[src/design/sfp_pkg.sv]
// ==========================================================
// shared constants for the serial fifo pointer/debug block
// ==========================================================
package sfp_pkg;
  // bus geometry
  localparam int unsigned ADDR_W = 12;
  localparam int unsigned DATA_W = 32;
  // register byte addresses
  localparam logic [11:0] OFF_CTRL = 12'h114;
  localparam logic [11:0] OFF_PTR = 12'h118;
  localparam logic [11:0] OFF_OUT = 12'h11C;
  localparam logic [11:0] OFF_DBG = 12'h120;
  // 32 transmit entry words, 0x180 .. 0x1FC
  localparam logic [11:0] OFF_TXIN = 12'h180;
  localparam logic [11:0] TXIN_MASK = 12'hF80;
  localparam int unsigned TXIN_IDX_LSB = 2;
  // word and control info layout
  localparam int unsigned WORD_W = 16;
  localparam int unsigned RCI_LSB = 16;
  localparam int unsigned RCI_W = 5;
  localparam int unsigned TCI_W = 5;
  localparam int unsigned STAT_W = 5;
  localparam int unsigned LEN_W = 4;
  localparam int unsigned CONTROL_INFO_MODE_SELECT_W = 2;
  localparam logic [1:0] CONTROL_INFO_MODE_SELECT_RST = 2'h0;
  // pointer register field positions
  localparam int unsigned PTR_W = 6;
  localparam int unsigned TW_LSB = 0;
  localparam int unsigned TR_LSB = 8;
  localparam int unsigned RW_LSB = 16;
  localparam int unsigned RR_LSB = 24;
  // buffer and service request sizes
  localparam int unsigned FIFO_DEPTH = 16;
  localparam int unsigned SRQ_W = 6;
  // control info modes
  localparam logic [1:0] CONTROL_INFO_MODE_SELECT_RAW = 2'h0;
  localparam logic [1:0] CONTROL_INFO_MODE_SELECT_LEN = 2'h1;
  localparam logic [1:0] CONTROL_INFO_MODE_SELECT_LENLO = 2'h2;
  localparam logic [1:0] CONTROL_INFO_MODE_SELECT_FLAGS = 2'h3;
  // bus transfer phases
  typedef enum logic [1:0] {
    SFP_IDLE = 2'b00,
    SFP_ANSWER = 2'b01
  } sfp_phase_e;

  // shape the control info field from stored status and length
  function automatic logic [4:0] rci_format(input logic [1:0] mode,
                                            input logic [4:0] stat,
                                            input logic [3:0] len);
    logic [4:0] r;
    r = stat;
    unique case (mode)
      CONTROL_INFO_MODE_SELECT_RAW: r = stat;
      CONTROL_INFO_MODE_SELECT_LEN: r = {stat[4], len};
      CONTROL_INFO_MODE_SELECT_LENLO: r = {stat[4:3], len[2:0]};
      CONTROL_INFO_MODE_SELECT_FLAGS: r = {len[3], stat[3:0]};
    endcase
    return r;
  endfunction
endpackage

[src/design/sfp_fifo.sv]
`timescale 1ns/1ps
// ==========================================================
// word fifo with valid/ready on both sides
// ==========================================================
module sfp_fifo #(
  parameter int unsigned WIDTH = 21,
  parameter int unsigned DEPTH = 16,
  parameter int unsigned IW = $clog2(DEPTH)
) (
  input wire logic pclk,
  input wire logic presetn,
  input wire logic in_valid,
  output logic in_ready,
  input wire logic [WIDTH-1:0] in_data,
  output logic out_valid,
  input wire logic out_ready,
  output logic [WIDTH-1:0] out_data,
  output logic [IW-1:0] wr_idx,
  output logic [IW-1:0] rd_idx,
  output logic [IW:0] level
);
  // all state in one word
  typedef struct packed {
    logic [DEPTH-1:0][WIDTH-1:0] mem;
    logic [IW-1:0] wr;
    logic [IW-1:0] rd;
    logic [IW:0] cnt;
  } sfp_fifo_s;

  localparam logic [IW-1:0] LAST = IW'(DEPTH - 1);
  localparam logic [IW:0] FULL = (IW + 1)'(DEPTH);

  sfp_fifo_s st;
  sfp_fifo_s next_st;
  logic push;
  logic pop;

  // advance an index, wrapping inside the region
  function automatic logic [IW-1:0] step(input logic [IW-1:0] i);
    return (i == LAST) ? '0 : i + 1'b1;
  endfunction

  assign in_ready = st.cnt != FULL;
  assign out_valid = st.cnt != '0;
  assign out_data = st.mem[st.rd];
  assign wr_idx = st.wr;
  assign rd_idx = st.rd;
  assign level = st.cnt;
  assign push = in_valid && in_ready;
  assign pop = out_valid && out_ready;

  // next state: store, advance, count
  always_comb begin
    next_st = st;
    if (push) begin
      next_st.mem[st.wr] = in_data;
      next_st.wr = step(st.wr); // RQ15
    end
    if (pop) begin
      next_st.rd = step(st.rd); // RQ15
    end
    if (push && !pop) begin
      next_st.cnt = st.cnt + 1'b1;
    end else if (pop && !push) begin
      next_st.cnt = st.cnt - 1'b1;
    end
  end

  // state register
  always_ff @(posedge pclk or negedge presetn) begin
    if (!presetn) begin
      st <= '0;
    end else begin
      st <= next_st;
    end
  end

  // ==========================================================
  // checks
  // ==========================================================
  a_full_refuse: assert property (@(posedge pclk) disable iff (!presetn)
    (st.cnt == FULL && !pop) |=> (st.wr == $past(st.wr)) && (st.cnt == FULL))
    else $error("full fifo accepted a word");
  a_idx_wrap: assert property (@(posedge pclk) disable iff (!presetn) // RQ15
    (pop && st.rd == LAST) |=> st.rd == '0)
    else $error("read index did not wrap");
endmodule

[src/design/sfp_top.sv]
`timescale 1ns/1ps
// What this block does
// (RQ1) debug read shows oldest word, no release
// (RQ2) debug bits 20:16 mirror receive control info
// (RQ3) hardware alone moves all four pointers
// (RQ4) pointer register readable, writes ignored
// (RQ5) tx write pointer marks next entry word
// (RQ6) tx read pointer in bits 13:8
// (RQ7) rx write pointer marks next received entry
// (RQ8) rx read pointer in bits 29:24
// (RQ9) debug bits 31:21 read zero
// (RQ10) both channels' six request lines merged
// (RQ11) debug view at 0x120, resets zero
// (RQ12) receive port read releases entry, advances pointer
// (RQ13) writes to debug view ignored
// (RQ14) control info layout follows mode select
// (RQ15) pointers step by one, wrap in region
// (RQ16) pointer reserved bits zero, fields reset zero
module sfp_top #(
  parameter int unsigned DEPTH = sfp_pkg::FIFO_DEPTH
) (
  input wire logic pclk,
  input wire logic presetn,
  // apb slave
  input wire logic psel,
  input wire logic penable,
  input wire logic pwrite,
  input wire logic [sfp_pkg::ADDR_W-1:0] paddr,
  input wire logic [sfp_pkg::DATA_W-1:0] pwdata,
  input wire logic [3:0] pstrb,
  output logic [sfp_pkg::DATA_W-1:0] prdata,
  output logic pready,
  output logic pslverr,
  // transmit holding register side
  output logic tx_valid,
  input wire logic tx_ready,
  output logic [sfp_pkg::WORD_W-1:0] tx_data,
  output logic [sfp_pkg::TCI_W-1:0] tx_ctrl,
  // receive holding register side
  input wire logic rx_valid,
  output logic rx_ready,
  input wire logic [sfp_pkg::WORD_W-1:0] rx_data,
  input wire logic [sfp_pkg::STAT_W-1:0] rx_stat,
  input wire logic [sfp_pkg::LEN_W-1:0] rx_len,
  // per channel service requests
  input wire logic [sfp_pkg::SRQ_W-1:0] ch0_srq,
  input wire logic [sfp_pkg::SRQ_W-1:0] ch1_srq,
  output logic [sfp_pkg::SRQ_W-1:0] service_request_lines
);
  // ==========================================================
  // widths and state
  // ==========================================================
  localparam int unsigned IW = $clog2(DEPTH);
  localparam int unsigned TXW = sfp_pkg::WORD_W + sfp_pkg::TCI_W;
  localparam int unsigned RXW = sfp_pkg::WORD_W + sfp_pkg::STAT_W + sfp_pkg::LEN_W;
  localparam logic [IW:0] FULL = (IW + 1)'(DEPTH);

  // every flop of the top level
  typedef struct packed {
    sfp_pkg::sfp_phase_e phase; // bus phase
    logic pready; // answer strobe
    logic pslverr; // unmapped address
    logic [31:0] prdata; // read answer
    logic [1:0] control_info_mode_select; // control info mode select
    logic tx_valid; // holding stage full
    logic [15:0] tx_data; // holding stage word
    logic [4:0] tx_ctrl; // holding stage control
    logic rx_ready; // room for one more word
    logic [5:0] srq; // merged request lines
  } sfp_top_s;

  sfp_top_s st;
  sfp_top_s next_st;

  // fifo wiring
  logic tx_in_valid;
  logic tx_in_ready;
  logic tx_out_valid;
  logic tx_out_ready;
  logic [TXW-1:0] tx_out;
  logic [IW-1:0] tx_wr_idx;
  logic [IW-1:0] tx_rd_idx;
  logic [IW:0] tx_level;
  logic rx_in_valid;
  logic rx_out_valid;
  logic rx_out_ready;
  logic [RXW-1:0] rx_out;
  logic [IW-1:0] rx_wr_idx;
  logic [IW-1:0] rx_rd_idx;
  logic [IW:0] rx_level;

  // bus decode
  logic done; // transfer completes this edge
  logic hit_ctrl;
  logic hit_ptr;
  logic hit_out;
  logic hit_dbg;
  logic hit_txin;
  logic [4:0] txin_tci; // entry number becomes control info
  logic [31:0] view_word; // oldest received word as seen by software
  logic [31:0] ptr_word; // pointer register image
  logic [IW:0] rx_next_level;

  // ==========================================================
  // address decode
  // ==========================================================
  assign hit_ctrl = paddr == sfp_pkg::OFF_CTRL;
  assign hit_ptr = paddr == sfp_pkg::OFF_PTR;
  assign hit_out = paddr == sfp_pkg::OFF_OUT;
  assign hit_dbg = paddr == sfp_pkg::OFF_DBG; // RQ11
  assign hit_txin = (paddr & sfp_pkg::TXIN_MASK) == sfp_pkg::OFF_TXIN;
  assign txin_tci = paddr[sfp_pkg::TXIN_IDX_LSB +: sfp_pkg::TCI_W];
  assign done = psel && penable && st.pready;

  // ==========================================================
  // buffers
  // ==========================================================
  // transmit: entry writes of at least the low byte push a word
  assign tx_in_valid = done && pwrite && hit_txin && pstrb[0];
  // holding stage takes a word whenever it is empty or emptying
  assign tx_out_ready = !st.tx_valid || tx_ready;
  // receive: held off by the registered ready
  assign rx_in_valid = rx_valid && st.rx_ready;
  // only a completed read of the normal port releases an entry
  assign rx_out_ready = done && !pwrite && hit_out; // RQ12

  // transmit fifo, entry writes in, holding register out
  sfp_fifo #(
    .WIDTH(TXW),
    .DEPTH(DEPTH),
    .IW(IW)
  ) u_tx_fifo (
    .pclk(pclk),
    .presetn(presetn),
    .in_valid(tx_in_valid),
    .in_ready(tx_in_ready),
    .in_data({txin_tci, pwdata[sfp_pkg::WORD_W-1:0]}),
    .out_valid(tx_out_valid),
    .out_ready(tx_out_ready),
    .out_data(tx_out),
    .wr_idx(tx_wr_idx),
    .rd_idx(tx_rd_idx),
    .level(tx_level)
  );

  // receive fifo, holding register in, bus reads out
  sfp_fifo #(
    .WIDTH(RXW),
    .DEPTH(DEPTH),
    .IW(IW)
  ) u_rx_fifo (
    .pclk(pclk),
    .presetn(presetn),
    .in_valid(rx_in_valid),
    .in_ready(),
    .in_data({rx_len, rx_stat, rx_data}),
    .out_valid(rx_out_valid),
    .out_ready(rx_out_ready),
    .out_data(rx_out),
    .wr_idx(rx_wr_idx),
    .rd_idx(rx_rd_idx),
    .level(rx_level)
  );

  // ==========================================================
  // read images
  // ==========================================================
  // oldest word plus shaped control info, zero when empty
  always_comb begin
    view_word = '0; // RQ9
    if (rx_out_valid) begin
      view_word[sfp_pkg::WORD_W-1:0] = rx_out[sfp_pkg::WORD_W-1:0]; // RQ1
      view_word[sfp_pkg::RCI_LSB +: sfp_pkg::RCI_W] = sfp_pkg::rci_format(st.control_info_mode_select,
        rx_out[sfp_pkg::WORD_W +: sfp_pkg::STAT_W],
        rx_out[sfp_pkg::WORD_W + sfp_pkg::STAT_W +: sfp_pkg::LEN_W]); // RQ2 RQ14
    end
  end

  // pointer image, indices zero extended, gaps zero
  always_comb begin
    ptr_word = '0; // RQ16
    ptr_word[sfp_pkg::TW_LSB +: sfp_pkg::PTR_W] = sfp_pkg::PTR_W'(tx_wr_idx); // RQ5
    ptr_word[sfp_pkg::TR_LSB +: sfp_pkg::PTR_W] = sfp_pkg::PTR_W'(tx_rd_idx); // RQ6
    ptr_word[sfp_pkg::RW_LSB +: sfp_pkg::PTR_W] = sfp_pkg::PTR_W'(rx_wr_idx); // RQ7
    ptr_word[sfp_pkg::RR_LSB +: sfp_pkg::PTR_W] = sfp_pkg::PTR_W'(rx_rd_idx); // RQ8
  end

  // level after this cycle's push and pop
  always_comb begin
    rx_next_level = rx_level;
    if (rx_in_valid && !(rx_out_ready && rx_out_valid)) begin
      rx_next_level = rx_level + 1'b1;
    end else if (!rx_in_valid && rx_out_ready && rx_out_valid) begin
      rx_next_level = rx_level - 1'b1;
    end
  end

  // ==========================================================
  // next state
  // ==========================================================
  always_comb begin
    next_st = st;
    next_st.pready = 1'b0;
    next_st.pslverr = 1'b0;
    // bus: one wait state, answer in the second access cycle
    unique case (st.phase)
      sfp_pkg::SFP_IDLE: begin
        if (psel && penable) begin
          next_st.phase = sfp_pkg::SFP_ANSWER;
          next_st.pready = 1'b1;
          next_st.pslverr = !(hit_ctrl || hit_ptr || hit_out || hit_dbg || hit_txin);
          next_st.prdata = '0;
          if (!pwrite) begin
            if (hit_ctrl) begin
              next_st.prdata[sfp_pkg::CONTROL_INFO_MODE_SELECT_W-1:0] = st.control_info_mode_select;
            end else if (hit_ptr) begin
              next_st.prdata = ptr_word; // RQ4
            end else if (hit_out || hit_dbg) begin
              next_st.prdata = view_word; // RQ1
            end
          end
        end
      end
      sfp_pkg::SFP_ANSWER: begin
        next_st.phase = sfp_pkg::SFP_IDLE;
      end
    endcase
    // only the mode register and the entry words take writes; pointer, port, debug ignore them
    if (done && pwrite && hit_ctrl && pstrb[0]) begin // RQ4 RQ13
      next_st.control_info_mode_select = pwdata[sfp_pkg::CONTROL_INFO_MODE_SELECT_W-1:0];
    end
    // transmit holding stage
    if (tx_out_ready) begin
      next_st.tx_valid = tx_out_valid; // RQ3
      if (tx_out_valid) begin
        next_st.tx_data = tx_out[sfp_pkg::WORD_W-1:0];
        next_st.tx_ctrl = tx_out[sfp_pkg::WORD_W +: sfp_pkg::TCI_W];
      end
    end
    // receive ready exactly tracks room after this cycle
    next_st.rx_ready = rx_next_level != FULL;
    // two channels share one set of request lines
    next_st.srq = ch0_srq | ch1_srq; // RQ10
  end

  // state register
  always_ff @(posedge pclk or negedge presetn) begin
    if (!presetn) begin
      st <= '0;
      st.control_info_mode_select <= sfp_pkg::CONTROL_INFO_MODE_SELECT_RST;
    end else begin
      st <= next_st;
    end
  end

  // outputs straight from flops
  assign prdata = st.prdata;
  assign pready = st.pready;
  assign pslverr = st.pslverr;
  assign tx_valid = st.tx_valid;
  assign tx_data = st.tx_data;
  assign tx_ctrl = st.tx_ctrl;
  assign rx_ready = st.rx_ready;
  assign service_request_lines = st.srq;

  // ==========================================================
  // checks
  // ==========================================================
  a_dbg_no_release: assert property (@(posedge pclk) disable iff (!presetn) // RQ1
    (done && !pwrite && hit_dbg) |=> rx_rd_idx == $past(rx_rd_idx))
    else $error("debug read moved the receive read pointer");
  a_out_release: assert property (@(posedge pclk) disable iff (!presetn) // RQ12
    (done && !pwrite && hit_out && rx_out_valid) |=> rx_rd_idx != $past(rx_rd_idx))
    else $error("port read did not release the entry");
  // word was latched one edge before the answer; a push into an empty fifo
  // in between must not count as a mismatch
  a_dbg_fields: assert property (@(posedge pclk) disable iff (!presetn) // RQ2
    (st.pready && !pwrite && hit_dbg && $past(rx_out_valid)) |->
      st.prdata[20:16] == sfp_pkg::rci_format(st.control_info_mode_select, rx_out[20:16], rx_out[24:21])
      && st.prdata[15:0] == rx_out[15:0])
    else $error("debug view differs from oldest word");
  a_dbg_reserved: assert property (@(posedge pclk) disable iff (!presetn) // RQ9
    (st.pready && !pwrite && (hit_dbg || hit_out)) |-> st.prdata[31:21] == '0)
    else $error("debug view reserved bits set");
  a_ptr_write_ign: assert property (@(posedge pclk) disable iff (!presetn) // RQ4
    (done && pwrite && (hit_ptr || hit_dbg)) |=>
      tx_wr_idx == $past(tx_wr_idx) && rx_rd_idx == $past(rx_rd_idx) && st.control_info_mode_select == $past(st.control_info_mode_select))
    else $error("write to read only register had an effect");
  a_ptr_image: assert property (@(posedge pclk) disable iff (!presetn) // RQ6
    (st.phase == sfp_pkg::SFP_IDLE && psel && penable && !pwrite && hit_ptr) |=>
      st.prdata[13:8] == 6'($past(tx_rd_idx)) && st.prdata[29:24] == 6'($past(rx_rd_idx))
      && st.prdata[31:30] == 2'h0)
    else $error("pointer image wrong");
  a_tx_push: assert property (@(posedge pclk) disable iff (!presetn) // RQ5
    (tx_in_valid && tx_in_ready) |=> tx_wr_idx != $past(tx_wr_idx))
    else $error("entry write did not advance the transmit write pointer");
  a_srq_merge: assert property (@(posedge pclk) disable iff (!presetn) // RQ10
    1'b1 |=> service_request_lines == ($past(ch0_srq) | $past(ch1_srq)))
    else $error("request lines not merged");
  a_pready_pulse: assert property (@(posedge pclk) disable iff (!presetn)
    st.pready |=> !st.pready ##1 (!st.pready || $past(psel)))
    else $error("ready held more than one cycle");
  a_rx_honest: assert property (@(posedge pclk) disable iff (!presetn) // RQ7
    (rx_valid && st.rx_ready) |=> rx_wr_idx != $past(rx_wr_idx))
    else $error("accepted receive word was dropped");
endmodule

[config.mk]
export PLATFORM = sky130hd
export DESIGN_NAME = sfp_top
export DESIGN_NICKNAME = d
export VERILOG_FILES = /design/src/design/sfp_pkg.sv /design/src/design/sfp_fifo.sv /design/src/design/sfp_top.sv
export SDC_FILE = /design/constraint.sdc
export NUM_CORES = 1
export LEC_CHECK = 0
export ABC_CLOCK_PERIOD_IN_PS = 3650
export BUFFER_PORTS_ARGS = -buffer_cell sky130_fd_sc_hd__buf_2
export CAP_MARGIN = 20
export CORE_ASPECT_RATIO = 1.25
export CORE_MARGIN = 10
export CORE_UTILIZATION = 62
export CTS_CLUSTER_DIAMETER = 80
export DETAILED_ROUTE_END_ITERATION = 10
export GPL_TIMING_DRIVEN = 0
export PLACE_DENSITY = 0.83
export SYNTH_ARGS = -nofsm -noshare
export SYNTH_HDL_FRONTEND = slang
export SYNTH_SLANG_ARGS = --single-unit
[constraint.sdc]
create_clock -name pclk -period 3.65 [get_ports pclk]
set_input_delay 0.1825 -clock pclk [delete_from_list [all_inputs] [get_ports pclk]]
set_output_delay 0.1825 -clock pclk [all_outputs]
set_load 0.005 [all_outputs]
==> results.toml <==
[synthesis]
netlist_area_sq_um = 38800
post_synth_xor_area_fraction_pct = 0.361
ys_seq_area_share_pct = 53.0
synth.avg_cell_area_sq_um = 16.2
synth_compound_area_share_pct = 1.97
synth_seq_cells = 821
synth_cell_type_count = 71
yosysWarnings = 0
synthFlopType = "dfrtp_1"
synthAdderAreaFrac_pct = 0.665
synthCells = 2392
synth_edf_count = 0
synthMuxAreaShare_pct = 37.2
ys_async_sr_fraction_pct = 100
synth_top_family_by_area = "multiplexers"
yosys.area_share.simple_pct = 2.49

[route]
vias_per_cell = 6.13
wl_per_cell_um = 25.1
finalWirelength_mm = 89.8
drtAntennaViolNets = 0
drc = 0
drt-initial-drc-count = 1498
num_vias = 21929
drt_pass1_iterations = 5

[grt]
grt_use_total_pct = 24.9
overflow = 0
antenna_found_initial = 6
grt_max_degree = 129
first_global_vias = 24287
grt_first_pass_wirelength_mm = 143

[clocking]
cts-root-buf = "clkbuf_16"
cts_setup_buffers = 0
htree_levels = 3
cts_max_path_buffers = 3
cts_tree = "yes"
clock-sinks = 821
cts_made_buffers = 81
clkLatencyLatePin_ns = 0.63
path_clk_slew_ns = 0.06

[sta]
fin_skew_ns = 0.0263
maxSlewHeadroom_pct = 21.4
fmax_ghz = 0.290
final_hold_viol_count = 0
slew_violations = 0
period_share_pct = 94.4
setup_viol = 0
min_period_ns = 3.45
rsz0062_at_grt = "no"
layout_setup_ws_ns = 0.203
worst_pin_slew_ns = 1.18

[power]
peakVddDrop_v = 0.000511
p_leak_nw = 21.4
p_per_area_nw_per_um2 = 631

[worst_hold_path]
hold_path_class = "in2reg"

[floorplanning]
num_io_pins = 155
die_x_um = 244
core-area_sq_um = 61900
die_h_um = 300
dieArea_sq_um = 73000
rows = 102
initial_core_util_pct = 62.6

[cells_and_area]
layout_common_cells = "dfrtp_1, mux2_2, mux2_4"
layout-drive-gt1-share_pct = 48.8
finish.utilization_pct = 71.1
final_common_cell = "dfrtp_1"
fin_area_sq_um = 44000
finalNonFillerCells = 3575
layout.nets = 2789
syn2layout_area_growth_pct = 13.5

[critical_path]
crit_arrival_ns = 4.00
cp-start-kind = "register"
end_kind = "register"
worstSetupPathType = "reg2reg"
critical_path_required_ns = 4.20
cp_max_fo = 10

[run]
maxCapViolCount = 0

[placed_design]
gp_congestion = 0.870
placed_cell_area_sq_um = 40700
port_buffers = 128
hpwl_mm = 63.2
dp.cells = 3366
place_ws_ns = -0.0328

[status]
status = "finished clean"
-- routing by layer --
metal / vias up / part of all wire (%) / track usage (%)
met5: - / 0.013 / 0
met4: 2 / 2.9 / 8.41
met3: 164 / 4.3 / 3.52
met2: 516 / 53 / 44.5
met1: 11836 / 40 / 30.7
li1: 9411 / - / -
-- repair_timing --
| action | 4_1_cts | 5_1_grt |
|---|---|---|
| resized for setup | 1 | 1 |
| endpoints found under the setup margin | 1 | 1 |
| gates cloned | 0 | 0 |
| endpoints found under the hold margin | 368 | 0 |
| hold buffers | 60 | 0 |
-- synthesized netlist by cell type (22+ instances only) --
library cell	number	area share, %
nand2_1	32	0.31
mux4_2	188	11
mux2_1	72	2.1
buf_2	56	0.72
buf_6	31	0.90
mux2_4	200	7.7
mux4_1	22	1.5
inv_1	24	0.23
nor2_1	22	0.21
mux2_2	492	14
buf_4	68	1.3
o21ai_0	26	0.34
clkbuf_1	86	0.83
nand3_1	28	0.36
mux2i_1	25	0.65
dfrtp_1	821	53
-- path summary, 6_finish.rpt --
check / startpoint / end / slack [ns] / cells after the start
worst max register to register: u_tx_fifo.level[0]$_DFFE_PN0P_ / u_tx_fifo.level[4]$_DFFE_PN0P_ / 0.20 / 11
min in group asynchronous: presetn / tx_data[12]$_DFFE_PN0P_ / 0.19 / 2
worst min-delay path: paddr[10] / u_rx_fifo.rd_idx[1]$_DFFE_PN0P_ / 0.06 / 6
worst min register to register: u_tx_fifo.st[335]$_DFFE_PN0P_ / u_tx_fifo.st[335]$_DFFE_PN0P_ / 0.49 / 1
max in group asynchronous: presetn / tx_data[8]$_DFFE_PN0P_ / 1.29 / 5
worst max-delay path: u_tx_fifo.level[0]$_DFFE_PN0P_ / u_tx_fifo.level[4]$_DFFE_PN0P_ / 0.20 / 11
-- final cells by class --
type | count | area, sq um
multi-input combinational | 1300 | 16600
clock buffer | 122 | 2420
inverter | 24 | 90.1
antenna | 1 | 2.50
buffer | 253 | 1590
sequential | 821 | 20500
timing repair buffer | 196 | 1430
fill | 3878 | 17900
clock inverter | 26 | 307
tap | 832 | 1040
-- worst max-delay path: stages (launching register included) --
cell	delay, ns
dfrtp_1	0.43
or4_4	0.58
o21ai_4	0.34
clkbuf_4	0.37
ha_1	0.27
inv_1	0.11
ha_1	0.30
nor2b_1	0.14
o21a_1	0.17
or3_1	0.31
a21oi_1	0.19
xnor2_1	0.13
-- sequential cells by signal, summed over array words and instances, names as in the netlist, 5 cells and up --
name / cells
u_tx_fifo.st: 336
tx_ctrl: 5
tx_data: 16
u_rx_fifo.level: 5
service_request_lines: 6
u_tx_fifo.level: 5
prdata: 25
u_rx_fifo.st: 400
-- cells by family after synthesis --
logic type | Yosys count
AND/OR/NAND/NOR | 150
other | 1
buffers and inverters | 277
AO/OA/AOI/OAI | 108
adder cells (fa/ha/maj) | 20
flip-flops | 821
XOR/XNOR | 16
multiplexers | 999
-- where the power goes --
group	internal, W	switching [W]
Combinational	0.00377	0.00294
Clock	0.00496	0.00355
Sequential	0.0113	0.00119
Total	0.0201	0.00768
-- through the flow --
stage	setup TNS (ns)	power, W	hold WS, ns
5_1_grt	0	0.0289	0.0732
4_1_cts	0	0.0279	0.0269
6_report	0	0.0278	0.0559
2_1_floorplan	0	0.0172	-0.113
3_3_place_gp	-	0.0187	0.374
3_5_place_dp	-0.0328	0.0193	0.286
Power figures use the tool's default switching activity.
